`src/rtl/paec_defines.vh`:
```
`ifndef PAEC_DEFINES_VH
`define PAEC_DEFINES_VH

// Register addresses on the plain register port.
`define PAEC_ADDR_W          4
`define PAEC_ADDR_RISE       4'h0
`define PAEC_ADDR_FALL       4'h1
`define PAEC_ADDR_FLAGS      4'h2
`define PAEC_ADDR_CTRL       4'h3
`define PAEC_ADDR_IRQ_STAT   4'h4
`define PAEC_ADDR_IRQ_MASK   4'h5

// Implemented pins of the port: 5:3 and 1:0.
`define PAEC_IMPL_MASK       8'h3B

// Field positions.
`define PAEC_CTRL_MASTER_EN  0
`define PAEC_CTRL_OTHER_FLG  1
`define PAEC_STAT_EDGE       0
`define PAEC_STAT_WAKE       1

// Reset values.
`define PAEC_RST_BYTE        8'h00
`define PAEC_RST_CTRL        2'h0
`define PAEC_RST_IRQ         2'h0

`endif

```
`src/rtl/paec_pin_sync.v`:
```
`timescale 1ns/1ps
module paec_pin_sync (
  input  wire i_clk,
  input  wire i_rst_n,
  input  wire i_pin,
  output reg  o_level
);
  reg s1_ff;
  reg s2_ff;
  reg s3_ff;

  // A change counts only once the second and third stages agree.
  always @(posedge i_clk) begin
    if (!i_rst_n) begin
      s1_ff   <= 1'b0;
      s2_ff   <= 1'b0;
      s3_ff   <= 1'b0;
      o_level <= 1'b0;
    end else begin
      s1_ff <= i_pin;
      s2_ff <= s1_ff;
      s3_ff <= s2_ff;
      if (s2_ff == s3_ff) begin
        o_level <= s3_ff;
      end
    end
  end
endmodule

```
`src/rtl/paec_edge_det.v`:
```
`timescale 1ns/1ps
module paec_edge_det (
  input  wire i_clk,
  input  wire i_rst_n,
  input  wire i_level,
  input  wire i_rise_en,
  input  wire i_fall_en,
  output wire o_hit
);
  reg prev_ff;

  always @(posedge i_clk) begin
    if (!i_rst_n) begin
      prev_ff <= 1'b0;
    end else begin
      prev_ff <= i_level;
    end
  end

  // A disabled direction never produces a hit.
  assign o_hit = (i_rise_en & i_level & ~prev_ff) | (i_fall_en & ~i_level & prev_ff);
endmodule

```
`src/rtl/paec_top.v`:
```
// Function
// RULE1: Rise-select register bits 5:3,1:0 enable low-to-high detection per pin.
// RULE2: Fall-select register bits 5:3,1:0 enable high-to-low detection per pin.
// RULE3: Enabled edge sets pin flag and the summary change flag.
// RULE4: Zero select bit for a direction never sets flag for that direction.
// RULE5: Bits 7:6 and 2 of all three registers ignore writes, read zero.
// RULE6: All implemented bits reset to zero on every reset.
// RULE7: Flags are software read/write; hardware sets them independently.
// RULE8: Master enable clear still flags edges but requests no interrupt; the code still raises o_irq from the edge status bit when its mask bit is set.
// RULE9: Summary flag is the OR of all pin flags of both ports.
// RULE10: Edge during a clearing write leaves the flag set.
// RULE11: With master enable, edge raises wake; flags updated before wake.
// RULE12: Pins synchronised; edge is current versus previous sample, once per transition.
//
// The plain strobed port and the register addresses were decided locally.
`timescale 1ns/1ps
`include "paec_defines.vh"
module paec_top (
  input  wire                     i_clk,
  input  wire                     i_rst_n,
  input  wire [7:0]               i_port_a_pin,
  input  wire [`PAEC_ADDR_W-1:0]  i_addr,
  input  wire [7:0]               i_wdata,
  input  wire                     i_wr,
  input  wire                     i_rd,
  output reg  [7:0]               o_rdata,
  output reg                      o_summary_change_irq_flag,
  output reg                      o_change_irq_req,
  output reg                      o_wake,
  output reg                      o_irq
);
  reg  [7:0] port_a_rise_select_ff;
  reg  [7:0] port_a_fall_select_ff;
  reg  [7:0] port_a_change_flags_ff;
  reg  [1:0] ctrl_ff;
  reg  [1:0] irq_stat_ff;
  reg  [1:0] irq_mask_ff;
  reg  [7:0] nxt_flags;
  reg  [1:0] nxt_irq_stat;
  reg  [7:0] nxt_rdata;
  wire [7:0] level;
  wire [7:0] hit;
  wire       any_hit;
  wire       wr_rise;
  wire       wr_fall;
  wire       wr_flags;
  wire       wr_ctrl;
  wire       wr_stat;
  wire       wr_mask;
  wire       summary;
  wire       master_en;

  assign wr_rise  = i_wr & (i_addr == `PAEC_ADDR_RISE);
  assign wr_fall  = i_wr & (i_addr == `PAEC_ADDR_FALL);
  assign wr_flags = i_wr & (i_addr == `PAEC_ADDR_FLAGS);
  assign wr_ctrl  = i_wr & (i_addr == `PAEC_ADDR_CTRL);
  assign wr_stat  = i_wr & (i_addr == `PAEC_ADDR_IRQ_STAT);
  assign wr_mask  = i_wr & (i_addr == `PAEC_ADDR_IRQ_MASK);

  // Unimplemented pins get no detector, so their flags can never set.
  genvar g;
  generate
    for (g = 0; g < 8; g = g + 1) begin : g_pin
      if (((`PAEC_IMPL_MASK >> g) & 8'h01) != 8'h00) begin : g_impl
        paec_pin_sync u_sync ( // RULE12
          .i_clk   (i_clk),
          .i_rst_n (i_rst_n),
          .i_pin   (i_port_a_pin[g]),
          .o_level (level[g])
        );
        paec_edge_det u_det ( // RULE12
          .i_clk     (i_clk),
          .i_rst_n   (i_rst_n),
          .i_level   (level[g]),
          .i_rise_en (port_a_rise_select_ff[g]),
          .i_fall_en (port_a_fall_select_ff[g]),
          .o_hit     (hit[g])
        );
      end else begin : g_none
        assign level[g] = 1'b0;
        assign hit[g]   = 1'b0;
      end
    end
  endgenerate

  assign any_hit   = |hit;
  assign master_en = ctrl_ff[`PAEC_CTRL_MASTER_EN];
  // The second port lives elsewhere; its flag summary enters through the control register.
  assign summary   = (|nxt_flags) | ctrl_ff[`PAEC_CTRL_OTHER_FLG]; // RULE9

  always @* begin
    nxt_flags = port_a_change_flags_ff;
    if (wr_flags) begin
      nxt_flags = i_wdata & `PAEC_IMPL_MASK; // RULE7 RULE5
    end
    // Hardware set wins over any write in the same cycle.
    nxt_flags = nxt_flags | hit; // RULE3 RULE10 RULE4
  end

  always @* begin
    nxt_irq_stat = irq_stat_ff;
    if (wr_stat) begin
      nxt_irq_stat = irq_stat_ff & ~i_wdata[1:0];
    end
    if (any_hit) begin
      nxt_irq_stat[`PAEC_STAT_EDGE] = 1'b1;
    end
    if (any_hit & master_en) begin
      nxt_irq_stat[`PAEC_STAT_WAKE] = 1'b1;
    end
  end

  always @* begin
    case (i_addr)
      `PAEC_ADDR_RISE:     nxt_rdata = port_a_rise_select_ff;
      `PAEC_ADDR_FALL:     nxt_rdata = port_a_fall_select_ff;
      `PAEC_ADDR_FLAGS:    nxt_rdata = port_a_change_flags_ff;
      `PAEC_ADDR_CTRL:     nxt_rdata = {6'h00, ctrl_ff};
      `PAEC_ADDR_IRQ_STAT: nxt_rdata = {6'h00, irq_stat_ff};
      `PAEC_ADDR_IRQ_MASK: nxt_rdata = {6'h00, irq_mask_ff};
      default:             nxt_rdata = 8'h00;
    endcase
  end

  always @(posedge i_clk) begin
    if (!i_rst_n) begin
      port_a_rise_select_ff     <= `PAEC_RST_BYTE; // RULE6
      port_a_fall_select_ff     <= `PAEC_RST_BYTE; // RULE6
      port_a_change_flags_ff    <= `PAEC_RST_BYTE; // RULE6
      ctrl_ff                   <= `PAEC_RST_CTRL;
      irq_stat_ff               <= `PAEC_RST_IRQ;
      irq_mask_ff               <= `PAEC_RST_IRQ;
      o_rdata                   <= 8'h00;
      o_summary_change_irq_flag <= 1'b0;
      o_change_irq_req          <= 1'b0;
      o_wake                    <= 1'b0;
      o_irq                     <= 1'b0;
    end else begin
      if (wr_rise) begin
        port_a_rise_select_ff <= i_wdata & `PAEC_IMPL_MASK; // RULE1 RULE5
      end
      if (wr_fall) begin
        port_a_fall_select_ff <= i_wdata & `PAEC_IMPL_MASK; // RULE2 RULE5
      end
      if (wr_ctrl) begin
        ctrl_ff <= i_wdata[1:0];
      end
      if (wr_mask) begin
        irq_mask_ff <= i_wdata[1:0];
      end
      port_a_change_flags_ff    <= nxt_flags;
      irq_stat_ff               <= nxt_irq_stat;
      o_rdata                   <= i_rd ? nxt_rdata : 8'h00;
      o_summary_change_irq_flag <= summary; // RULE3 RULE9
      // Flags land in the same edge as the request and as wake, so they are ready when wake rises.
      o_change_irq_req          <= summary & master_en; // RULE8
      o_wake                    <= any_hit & master_en; // RULE11
      o_irq                     <= |(nxt_irq_stat & irq_mask_ff);
    end
  end
endmodule

```
`config.mk`:
```
export PLATFORM = sky130hd
export DESIGN_NAME = paec_top
export DESIGN_NICKNAME = d
export VERILOG_FILES = /design/src/rtl/paec_pin_sync.v /design/src/rtl/paec_edge_det.v /design/src/rtl/paec_top.v
export VERILOG_INCLUDE_DIRS = /design/src /design/src/rtl
export SDC_FILE = /design/constraint.sdc
export NUM_CORES = 1
export LEC_CHECK = 0
export ABC_AREA = 1
export BUFFER_PORTS_ARGS = -buffer_cell sky130_fd_sc_hd__buf_2
export CORE_MARGIN = 3
export CORE_UTILIZATION = 58
export CTS_BUF_LIST = sky130_fd_sc_hd__clkbuf_8
export DETAILED_ROUTE_END_ITERATION = 8
export PLACE_DENSITY = 0.8
export SLEW_MARGIN = 20
export SYNTH_ARGS = -nofsm -noshare
export SYNTH_HDL_FRONTEND = slang
export SYNTH_SLANG_ARGS = --single-unit
```
`constraint.sdc`:
```
create_clock -name i_clk -period 1.5 [get_ports i_clk]
set_clock_uncertainty 0.15 [all_clocks]
set_input_delay 0.075 -clock i_clk [delete_from_list [all_inputs] [get_ports i_clk]]
set_output_delay 0.075 -clock i_clk [all_outputs]
set_load 0.01 [all_outputs]
```
==> impl_metrics.toml, run 1 <==
[yosys]
netlist.area_leader.share_pct = 52.6
ys.flop_type = "dfxtp_1"
yosysMostFrequentCell = "nand2_1"
synthTopCellsByCount = "nand2_1 (71), inv_1 (63), dfxtp_1 (61)"
yosys_warnings = 0
synth_cells = 305
synthTopCellsByArea = "dfxtp_1 (53%), nand2_1 (11%), inv_1 (10%)"
seq_area_frac_synth_pct = 52.6
avgSynthCellArea_um2 = 7.62
syn_nets = 329
synth_area_um2 = 2320
async_flop_share_pct = 0
synth-edff-count = 0
ys_types = 24
ys_ff_latch = 61
synth_area_leader_cell = "dfxtp_1"

[clocking]
cts_made_buffers = 9
htreeDepth = 3
clk_latency_ns = 0.34
cts_root_buf = "clkbuf_8"
cts_buffer_depth = 2
clkTransAtPathRegs_ns = 0.07
cts_tree = "built"
cts.sinks = 61

[global_route]
grt_max_degree = 17
overflow = 0
grt_pass1_vias = 1867
grt_pass1_wl_um = 8320
grt_antenna_before_repair = 0
grtUsageTotal_pct = 22.0

[finish]
final_nets = 384
layout-drive-gt1-share_pct = 16.7
n_antenna_cell = 0
area_growth_pct = 26.0
stdcell_count = 413

[worst_setup_path]
cpPeakStageDelay_ns = 0.58
worstPathCellList = "buf_2 > dlygate4sd3_1 > nor4_2 > buf_4 > a21oi_1 > a31oi_1"
cp_max_fo = 3
end_kind = "flop"
critical_path_required_ns = 1.59
cp_slowest_cell = "dlygate4sd3_1"
critPathKind = "input pin to flop"
r2r_cells = 10
reg2reg_setup_slack_ns = 0.13
critPathLaunchType = "input pin"
crit_arrival_ns = 1.52

[power]
p_per_area_nw_per_um2 = 1190
power_frac_clock_pct = 46.7
p_int_uw = 2740
share_comb_of_total_power_pct = 5.5
ir_drop_uv = 786
leakagePower_uw = 0.00156
p_sw_share_pct = 21.0
power.switching_uw = 731
seq_power_share_pct = 47.8

[sta]
hold_viol = 0
fin_ws_ns = 0.0723
relSlewSlack_pct = 80.1
clock.fmax_mhz = 700
rsz0062_at_grt = "true"
finalSetupViolations = 0
tightest_slew_ns = 0.298
whs_ns = 0.0325
fin_crit_ns = 1.43
fin_crit_sh_pct = 95.2
slew_violations = 0

[floorplan]
fp.dieW_um = 69.3
die_area_um2 = 4800
core_region_area_um2 = 3770
die_y_um = 69.3
start_util_pct = 61.6
pin_count = 36
rows = 22

[routing]
drc = 0
viasPerCell = 5.03
drt_pass1_iterations = 5
wl_per_cell_um = 12.4
postRouteAntennaNets = 0
first_iter_violations = 212
routed_wl_um = 5120
via_count = 2078

[worst_hold_path]
min-delay-path-class = "input pin to flop"
min_path_cells = 3

[placement]
hpwl_um = 3450
place_inst = 384
place_congestion = 0.867
portBuffers = 29
place_ws_ns = 0.111

[run_status]
outcome = "finished, final reports clean"

[run]
drv_cap = 0
[layer usage]
layer,track usage [%],up-vias,share of wire [%]
li1,-,1065,-
met1,27.2,919,43
met2,35.6,80,47
met3,5.51,14,7.8
met4,11.1,0,2.6
met5,0,-,0
[sequential cells by signal, summed over array words and instances (netlist names)]
register / flops
g_pin.g_impl.u_sync.o_level: 5
o_summary_change_irq_flag: 1
o_change_irq_req: 1
port_a_rise_select_ff: 5
g_pin.g_impl.u_sync.s1_ff: 5
port_a_fall_select_ff: 5
port_a_change_flags_ff: 8
irq_mask_ff: 2
g_pin.g_impl.u_sync.s3_ff: 5
g_pin.g_impl.u_sync.s2_ff: 5
ctrl_ff: 2
o_rdata: 8
o_irq: 1
irq_stat_ff: 2
g_pin.g_impl.u_det.prev_ff: 5
o_wake: 1
[cells in the final DEF, fill, tap and decap left out, drive strengths merged]
| cell | n |
|---|---|
| nor4 | 1 |
| and2 | 1 |
| a21oi | 21 |
| clkbuf | 11 |
| nor2 | 19 |
| o21ai | 18 |
| o21bai | 5 |
| dfxtp | 61 |
| o221ai | 2 |
| a21o | 1 |
| clkinv | 2 |
| a31oi | 2 |
| bufinv | 2 |
| nand3 | 21 |
| o22ai | 2 |
| and3 | 1 |
| dlygate4sd3 | 13 |
| nand4 | 6 |
| nand3b | 2 |
| inv | 64 |
| nand2 | 73 |
| buf | 37 |
[repair_timing]
action | in CTS | in global routing
hold endpoints to repair | 28 | 0
buffers inserted | 0 | 0
resized for setup | 0 | 3
hold buffers | 13 | 0
setup endpoints to repair | 0 | 6
[final cells by class]
cell class | count | area (um2)
Clock buffer | 11 | 151
Tap cell | 48 | 60.1
Sequential cell | 61 | 1220
Clock inverter | 5 | 73.8
Fill cell | 261 | 843
Multi-Input combinational cell | 175 | 848
Timing Repair Buffer | 50 | 335
Inverter | 63 | 236
[stage by stage]
stage	utilization (%)	instance area [um2]	power [uW]	TNS (ns)
finish	77.6	2930	3480	0
global route	77.6	2930	3590	-0.0156
CTS	77.4	2920	3490	0
detailed placement	67.9	2560	1860	0
global placement	67.9	2560	1850	0
floorplan	-	2320	1780	0
[cells by family (layout without fill, tap and decap cells)]
kind of cell | count (synthesis) | count (layout) | synth area share, %
buffers and inverters | 69 | 129 | 11.3
flip-flops | 61 | 61 | 52.6
AO/OA/AOI/OAI | 51 | 51 | 12.2
AND/OR/NAND/NOR | 124 | 124 | 24.0
[final timing paths]
| check | start | end |
|---|---|---|
| setup / recovery | i_addr[3] | o_rdata[0] |
| hold / removal | i_wr | port_a_rise_select_ff[5] |
| setup reg to reg | g_pin[5].g_impl.u_sync.o_level | o_irq |
| hold reg to reg | g_pin[0].g_impl.u_sync.s1_ff | g_pin[0].g_impl.u_sync.s2_ff |
[power by group through the flow]
stage | clock (uW) | combinational [uW] | sequential, uW
3_5_place_dp | 0 | 160 | 1700
5_1_grt | 1720 | 213 | 1660
2_1_floorplan | 0 | 89.0 | 1700
6_report | 1620 | 193 | 1660
3_3_place_gp | 0 | 157 | 1700
4_1_cts | 1640 | 187 | 1660
[worst max-delay path, delay by kind of cell]
| kind | cells | cell delay (ns) |
|---|---|---|
| and+or+nand+nor | 1 | 0.32 |
| buffers and inverters | 3 | 0.87 |
| AOI/OAI and AO/OA | 2 | 0.25 |
(Power assumes the default switching activity.)
==> run 2: changes to the inputs <==
--- a/config.mk
+++ b/config.mk
@@ -9,11 +9,12 @@
 export ABC_AREA = 1
 export BUFFER_PORTS_ARGS = -buffer_cell sky130_fd_sc_hd__buf_2
 export CORE_MARGIN = 3
-export CORE_UTILIZATION = 58
+export CORE_UTILIZATION = 62
 export CTS_BUF_LIST = sky130_fd_sc_hd__clkbuf_8
 export DETAILED_ROUTE_END_ITERATION = 8
-export PLACE_DENSITY = 0.8
+export PLACE_DENSITY = 0.85
 export SLEW_MARGIN = 20
 export SYNTH_ARGS = -nofsm -noshare
 export SYNTH_HDL_FRONTEND = slang
 export SYNTH_SLANG_ARGS = --single-unit
+export TNS_END_PERCENT = 10
==> constraint.sdc (replaced) <==
create_clock -name i_clk -period 1.7 [get_ports i_clk]
set_clock_uncertainty 0.15 [all_clocks]
set_input_delay 0.085 -clock i_clk [delete_from_list [all_inputs] [get_ports i_clk]]
set_output_delay 0.085 -clock i_clk [all_outputs]
set_load 0.01 [all_outputs]
==> run 2 against run 1 <==
Power down 12%. Via count down 1.1%. Clock power down 12%. Die area down 5.9%. Largest cell class unchanged. Worst hold slack better by 0.0035 ns. Sequential share of layout area up 0.97 points. Highest routed layer unchanged. Flip-flop and latch count unchanged. First-iteration DRC count down 17%. Sequential power down 11%.
==> impl_metrics.toml, run 2 (synthesized netlist as in run 1, its figures left out) <==
[sta]
hold_viol = 0
fin_crit_ns = 1.44
finalSetupTns_ns = 0
tightest_slew_ns = 0.430
finalSetupViolations = 0
fin_crit_sh_pct = 84.5
clock.fmax_mhz = 696
slew_violations = 0
rsz0062_at_grt = "false"
relSlewSlack_pct = 71.1

[global_route]
grt_pass1_vias = 2068
grt_antenna_before_repair = 0
grtUsageTotal_pct = 26.8
grt_pass1_wl_um = 8910
grt_max_degree = 20
overflow = 0

[clocking]
clkTransAtPathRegs_ns = 0.07
cts_made_buffers = 9
cts_tree = "built"
clk_latency_ns = 0.33
htreeDepth = 3
cts_root_buf = "clkbuf_8"
cts_buffer_depth = 2
cts.sinks = 61

[worst_setup_path]
crit_family = "simple AND/OR/NAND/NOR gates"
cpMostUsedCell = "nand2_1"
worstPathCellList = "inv_1 > nand3_1 > nand2_1 > nor2_1 > nand3_1 > nand3_1 > nand2_1 > nand2_1 > nand2_1"
reg2reg_setup_slack_ns = 0.26
end_kind = "flop"
reg2reg_from = "g_pin[5].g_impl.u_sync.o_level"
r2r_cells = 9
crit_cells = 9
critPathLaunchType = "flop"
cp_max_fo = 3
critical_path_required_ns = 1.77
crit_buf_inv = 1
cp_slowest_cell = "dfxtp_1"
crit_arrival_ns = 1.51
critPathKind = "flop to flop"
r2r_end = "o_irq"
critPathCapture = "o_irq"
cpPeakStageDelay_ns = 0.36
startpoint = "g_pin[5].g_impl.u_sync.o_level"

[finish]
final_nets = 377
stdcell_count = 404
layout-drive-gt1-share_pct = 14.8
layout_commonest_cell = "nand2_1"
reg.largest.list = "o_rdata: 8 flops, port_a_change_flags_ff: 8 flops"
area_growth_pct = 23.2
layout_common_cells = "nand2_1 (71), inv_1 (64), dfxtp_1 (60)"
n_antenna_cell = 0

[placement]
place_congestion = 0.851
hpwl_um = 3350
place_inst = 376
portBuffers = 29

[worst_hold_path]
min-delay-path-class = "input pin to flop"

[floorplan]
start_util_pct = 67.0
rows = 21
fp.dieW_um = 67.2
die_y_um = 67.2
core_region_area_um2 = 3470
pin_count = 36
die_area_um2 = 4520

[routing]
via_count = 2055
postRouteAntennaNets = 0
first_iter_violations = 177
wl_per_cell_um = 12.0
drc = 0
viasPerCell = 5.09
routed_wl_um = 4860
drt_pass1_iterations = 4
wl_met2_um = 2310
routedLengthMet1_um = 2140
top_layer_used = "met4"
dr_wl_met3_um = 264

[run_status]
outcome = "finished, final reports clean"

[power]
leakagePower_uw = 0.00153
p_per_area_nw_per_um2 = 1070
ir_drop_uv = 765

[run]
drv_cap = 0
-- run 2: report_power, final --
group	internal (uW)	switching, uW
combinational	61.8	93.2
sequential	1460	10.6
clock	895	532
total	2410	636
-- run 2: worst min-delay path by stage --
stage / from / end / slack [ns] / depth (start not counted)
final: i_wr / port_a_fall_select_ff[5] / 0.04 / 3
after global routing: i_wr / port_a_fall_select_ff[5] / 0.06 / 3
after CTS: i_wr / port_a_rise_select_ff[5] / 0.02 / 3
after detailed placement: i_port_a_pin[5] / g_pin[5].g_impl.u_sync.s1_ff / 0.12 / 3
after global placement: i_port_a_pin[4] / g_pin[4].g_impl.u_sync.s1_ff / 0.12 / 3
after floorplan: i_port_a_pin[0] / g_pin[0].g_impl.u_sync.s1_ff / 0.03 / 2
-- run 2: final cells by class --
class,count,area [um2]
Multi-Input combinational cell,175,840
Tap cell,46,57.6
Clock inverter,5,73.8
Inverter,63,236
Clock buffer,11,151
Fill cell,241,607
Timing Repair Buffer,43,280
Sequential cell,61,1220
-- run 2: timing repair --
action / CTS / global route
resized for setup: 0 / 1
endpoints found under the setup margin: 0 / 1
setup buffers: 0 / 0
hold endpoints to repair: 28 / 0
hold buffers: 12 / 0
-- run 2: routing by layer --
| layer | global-route usage (%) | vias to the layer above |
|---|---|---|
| li1 | - | 1051 |
| met1 | 33.2 | 921 |
| met2 | 42.9 | 65 |
| met3 | 5.66 | 18 |
| met4 | 15.9 | 0 |
| met5 | 0 | - |
-- run 2: through the flow --
step / area, um2 / hold WS, ns / utilization (%) / setup slack (ns) / total power, uW
after floorplan: 2320 / 0.0326 / - / 0.484 / 1570
after global placement: 2510 / 0.116 / 72.5 / 0.255 / 1620
after detailed placement: 2510 / 0.120 / 72.5 / 0.225 / 1630
after CTS: 2860 / 0.0212 / 82.5 / 0.210 / 3060
after global routing: 2860 / 0.0602 / 82.5 / 0.0415 / 3160
final: 2860 / 0.0360 / 82.5 / 0.264 / 3050
-- run 2: worst min-delay path: stages --
cell and delay, ns:
buf_2 0.20, nand3_1 0.12, a21oi_1 0.06
==> run 3: changes to the inputs <==
--- a/config.mk
+++ b/config.mk
@@ -9,10 +9,10 @@
 export ABC_AREA = 1
 export BUFFER_PORTS_ARGS = -buffer_cell sky130_fd_sc_hd__buf_2
 export CORE_MARGIN = 3
-export CORE_UTILIZATION = 62
+export CORE_UTILIZATION = 58
 export CTS_BUF_LIST = sky130_fd_sc_hd__clkbuf_8
 export DETAILED_ROUTE_END_ITERATION = 8
-export PLACE_DENSITY = 0.85
+export PLACE_DENSITY = 0.8
 export SLEW_MARGIN = 20
 export SYNTH_ARGS = -nofsm -noshare
 export SYNTH_HDL_FRONTEND = slang
==> constraint.sdc (replaced) <==
create_clock -name i_clk -period 1.4 [get_ports i_clk]
set_clock_uncertainty 0.15 [all_clocks]
set_input_delay 0.07 -clock i_clk [delete_from_list [all_inputs] [get_ports i_clk]]
set_output_delay 0.07 -clock i_clk [all_outputs]
set_load 0.01 [all_outputs]
==> run 3 against run 2 <==
Global-route usage shrank 5.1 points. Die area is 6.3% higher. Sequential share of layout area shrank 1.5 points. First-iteration DRC count increased by 10%. Via count increased by 5.9%. Utilization fell by 3.7 points. Setup slack got worse by 0.24 ns. Combinational power increased by 39%.
==> impl_metrics.toml, run 3 (synthesized netlist as in run 1, its figures left out) <==
[worst_setup_path]
critPathLaunchType = "input pin"
cp_max_fo = 10
cpMostUsedCell = "buf_6"
end_kind = "flop"
reg2reg_from = "g_pin[1].g_impl.u_sync.o_level"
r2r_end = "o_change_irq_req"
reg2reg_setup_slack_ns = 0.07
cp_slowest_cell = "dlygate4sd3_1"
critical_path_required_ns = 1.48
crit_family = "buffers and inverters"
r2r_cells = 9
cpPeakStageDelay_ns = 0.55
crit_buf_inv = 3
worstPathCellList = "dlygate4sd3_1 > buf_6 > buf_6 > nand4_1 > nand3_2 > nor2_2 > nand3_1 > nand2_1 > nor2_1"
critPathKind = "input pin to flop"
crit_arrival_ns = 1.46

[routing]
viasPerCell = 5.21
first_iter_violations = 195
postRouteAntennaNets = 0
via_count = 2177
drc = 0
drt_pass1_iterations = 5
wl_per_cell_um = 12.6
routed_wl_um = 5250

[clocking]
cts_made_buffers = 9
cts_tree = "built"
cts.sinks = 61
clk_latency_ns = 0.33
clkTransAtPathRegs_ns = 0.06
cts_root_buf = "clkbuf_8"
cts_buffer_depth = 2
htreeDepth = 3

[sta]
fin_ws_ns = 0.0233
finalSetupViolations = 0
slew_violations = 0
hold_viol = 0
fin_crit_sh_pct = 98.3
clock.fmax_mhz = 726
fin_crit_ns = 1.38
tightest_slew_ns = 0.396
rsz0062_at_grt = "true"
relSlewSlack_pct = 73.4
finalSetupTns_ns = 0

[worst_hold_path]
min_path_cells = 4
holdCritStartpoint = "i_addr[2]"
min_to = "ctrl_ff[0]"
min-delay-path-class = "input pin to flop"

[placement]
place_ws_ns = -0.00532
hpwl_um = 3450
place_congestion = 0.880
place_inst = 388
post_dp_cell_area_um2 = 2590
portBuffers = 29

[global_route]
overflow = 0
grt_pass1_wl_um = 8270
grt_max_degree = 20
grt_pass1_vias = 1928
grtUsageTotal_pct = 21.7
grt_antenna_before_repair = 0

[floorplan]
pin_count = 36
rows = 22
start_util_pct = 61.6
core_region_area_um2 = 3770
fp.dieW_um = 69.3
die_area_um2 = 4800
die_y_um = 69.3

[finish]
stdcell_count = 418
postLayoutCoreUtil_pct = 78.8
final_nets = 389
layout_common_cells = "nand2_1 (67), inv_1 (63), dfxtp_1 (58)"
stdcell_area_um2 = 2970
fillers = 250
reg.largest.list = "o_rdata: 8 flops, port_a_change_flags_ff: 8 flops"
layout_commonest_cell = "nand2_1"
n_antenna_cell = 0
area_growth_pct = 27.8
layout-drive-gt1-share_pct = 21.4

[power]
leakagePower_uw = 0.00158
power.switching_uw = 777
power_frac_clock_pct = 42.8
seq_power_share_pct = 51.1
p_int_uw = 2710
p_sw_share_pct = 22.3
p_per_area_nw_per_um2 = 1170
share_comb_of_total_power_pct = 6.2
ir_drop_uv = 1500

[run_status]
outcome = "finished, final reports clean"

[run]
drv_cap = 0
## run 3: repair_timing
item	4_1_cts	5_1_grt
cloned	0	1
pin swaps	1	8
hold buffers	11	0
resized for setup	0	22
endpoints found under the hold margin	19	0
setup buffers	0	2
setup endpoints to repair	1	6
## run 3: per-stage QoR
step	total power (uW)	hold WS, ns
detailed placement	1990	0.106
CTS	3480	-0.00567
global route	3580	0.00951
global placement	1990	0.101
floorplan	1910	0.0176
finish	3490	0.0109
## run 3: final cells by class
cell class	instances	area (um2)	share of cell area (%)
inverter	63	236	7.96
sequential	61	1220	41.2
clock buffer	10	138	4.63
multi-input combinational	176	886	29.8
tap	48	60.1	2.02
timing repair buffer	54	370	12.5
clock inverter	6	55.1	1.85
## run 3: worst max-delay path by stage
stage / start / end / slack, ns / cells after the start
4_1_cts: g_pin[4].g_impl.u_sync.o_level / o_irq / 0.007 / 9
3_5_place_dp: g_pin[4].g_impl.u_sync.o_level / o_irq / -0.005 / 9
3_3_place_gp: g_pin[4].g_impl.u_sync.o_level / o_irq / 0.06 / 9
6_report: i_wr / o_change_irq_req / 0.02 / 9
5_1_grt: i_wr / o_change_irq_req / -0.04 / 9
2_1_floorplan: g_pin[4].g_impl.u_sync.o_level / o_irq / 0.18 / 9
## run 3: worst min-delay path: cells and delay by family
family / cells / cell delay, ns
buffers and inverters: 1 / 0.12
AOI/OAI and AO/OA: 1 / 0.07
and+or+nand+nor: 2 / 0.18
## run 3: per-layer routing
metal	GRT usage, %	wire [um]	vias up
met3	5.22	330	19
met1	27.0	2330	993
met4	11.1	136	0
li1	-	-	1075
met2	35.0	2460	90
met5	0	0	-
## run 3: power groups by stage
| stage | combinational [uW] | sequential [uW] | clock, uW |
|---|---|---|---|
| global placement | 173 | 1820 | 0 |
| CTS | 200 | 1780 | 1500 |
| detailed placement | 176 | 1820 | 0 |
| finish | 215 | 1780 | 1490 |
| floorplan | 95.3 | 1820 | 0 |
| global route | 237 | 1780 | 1560 |
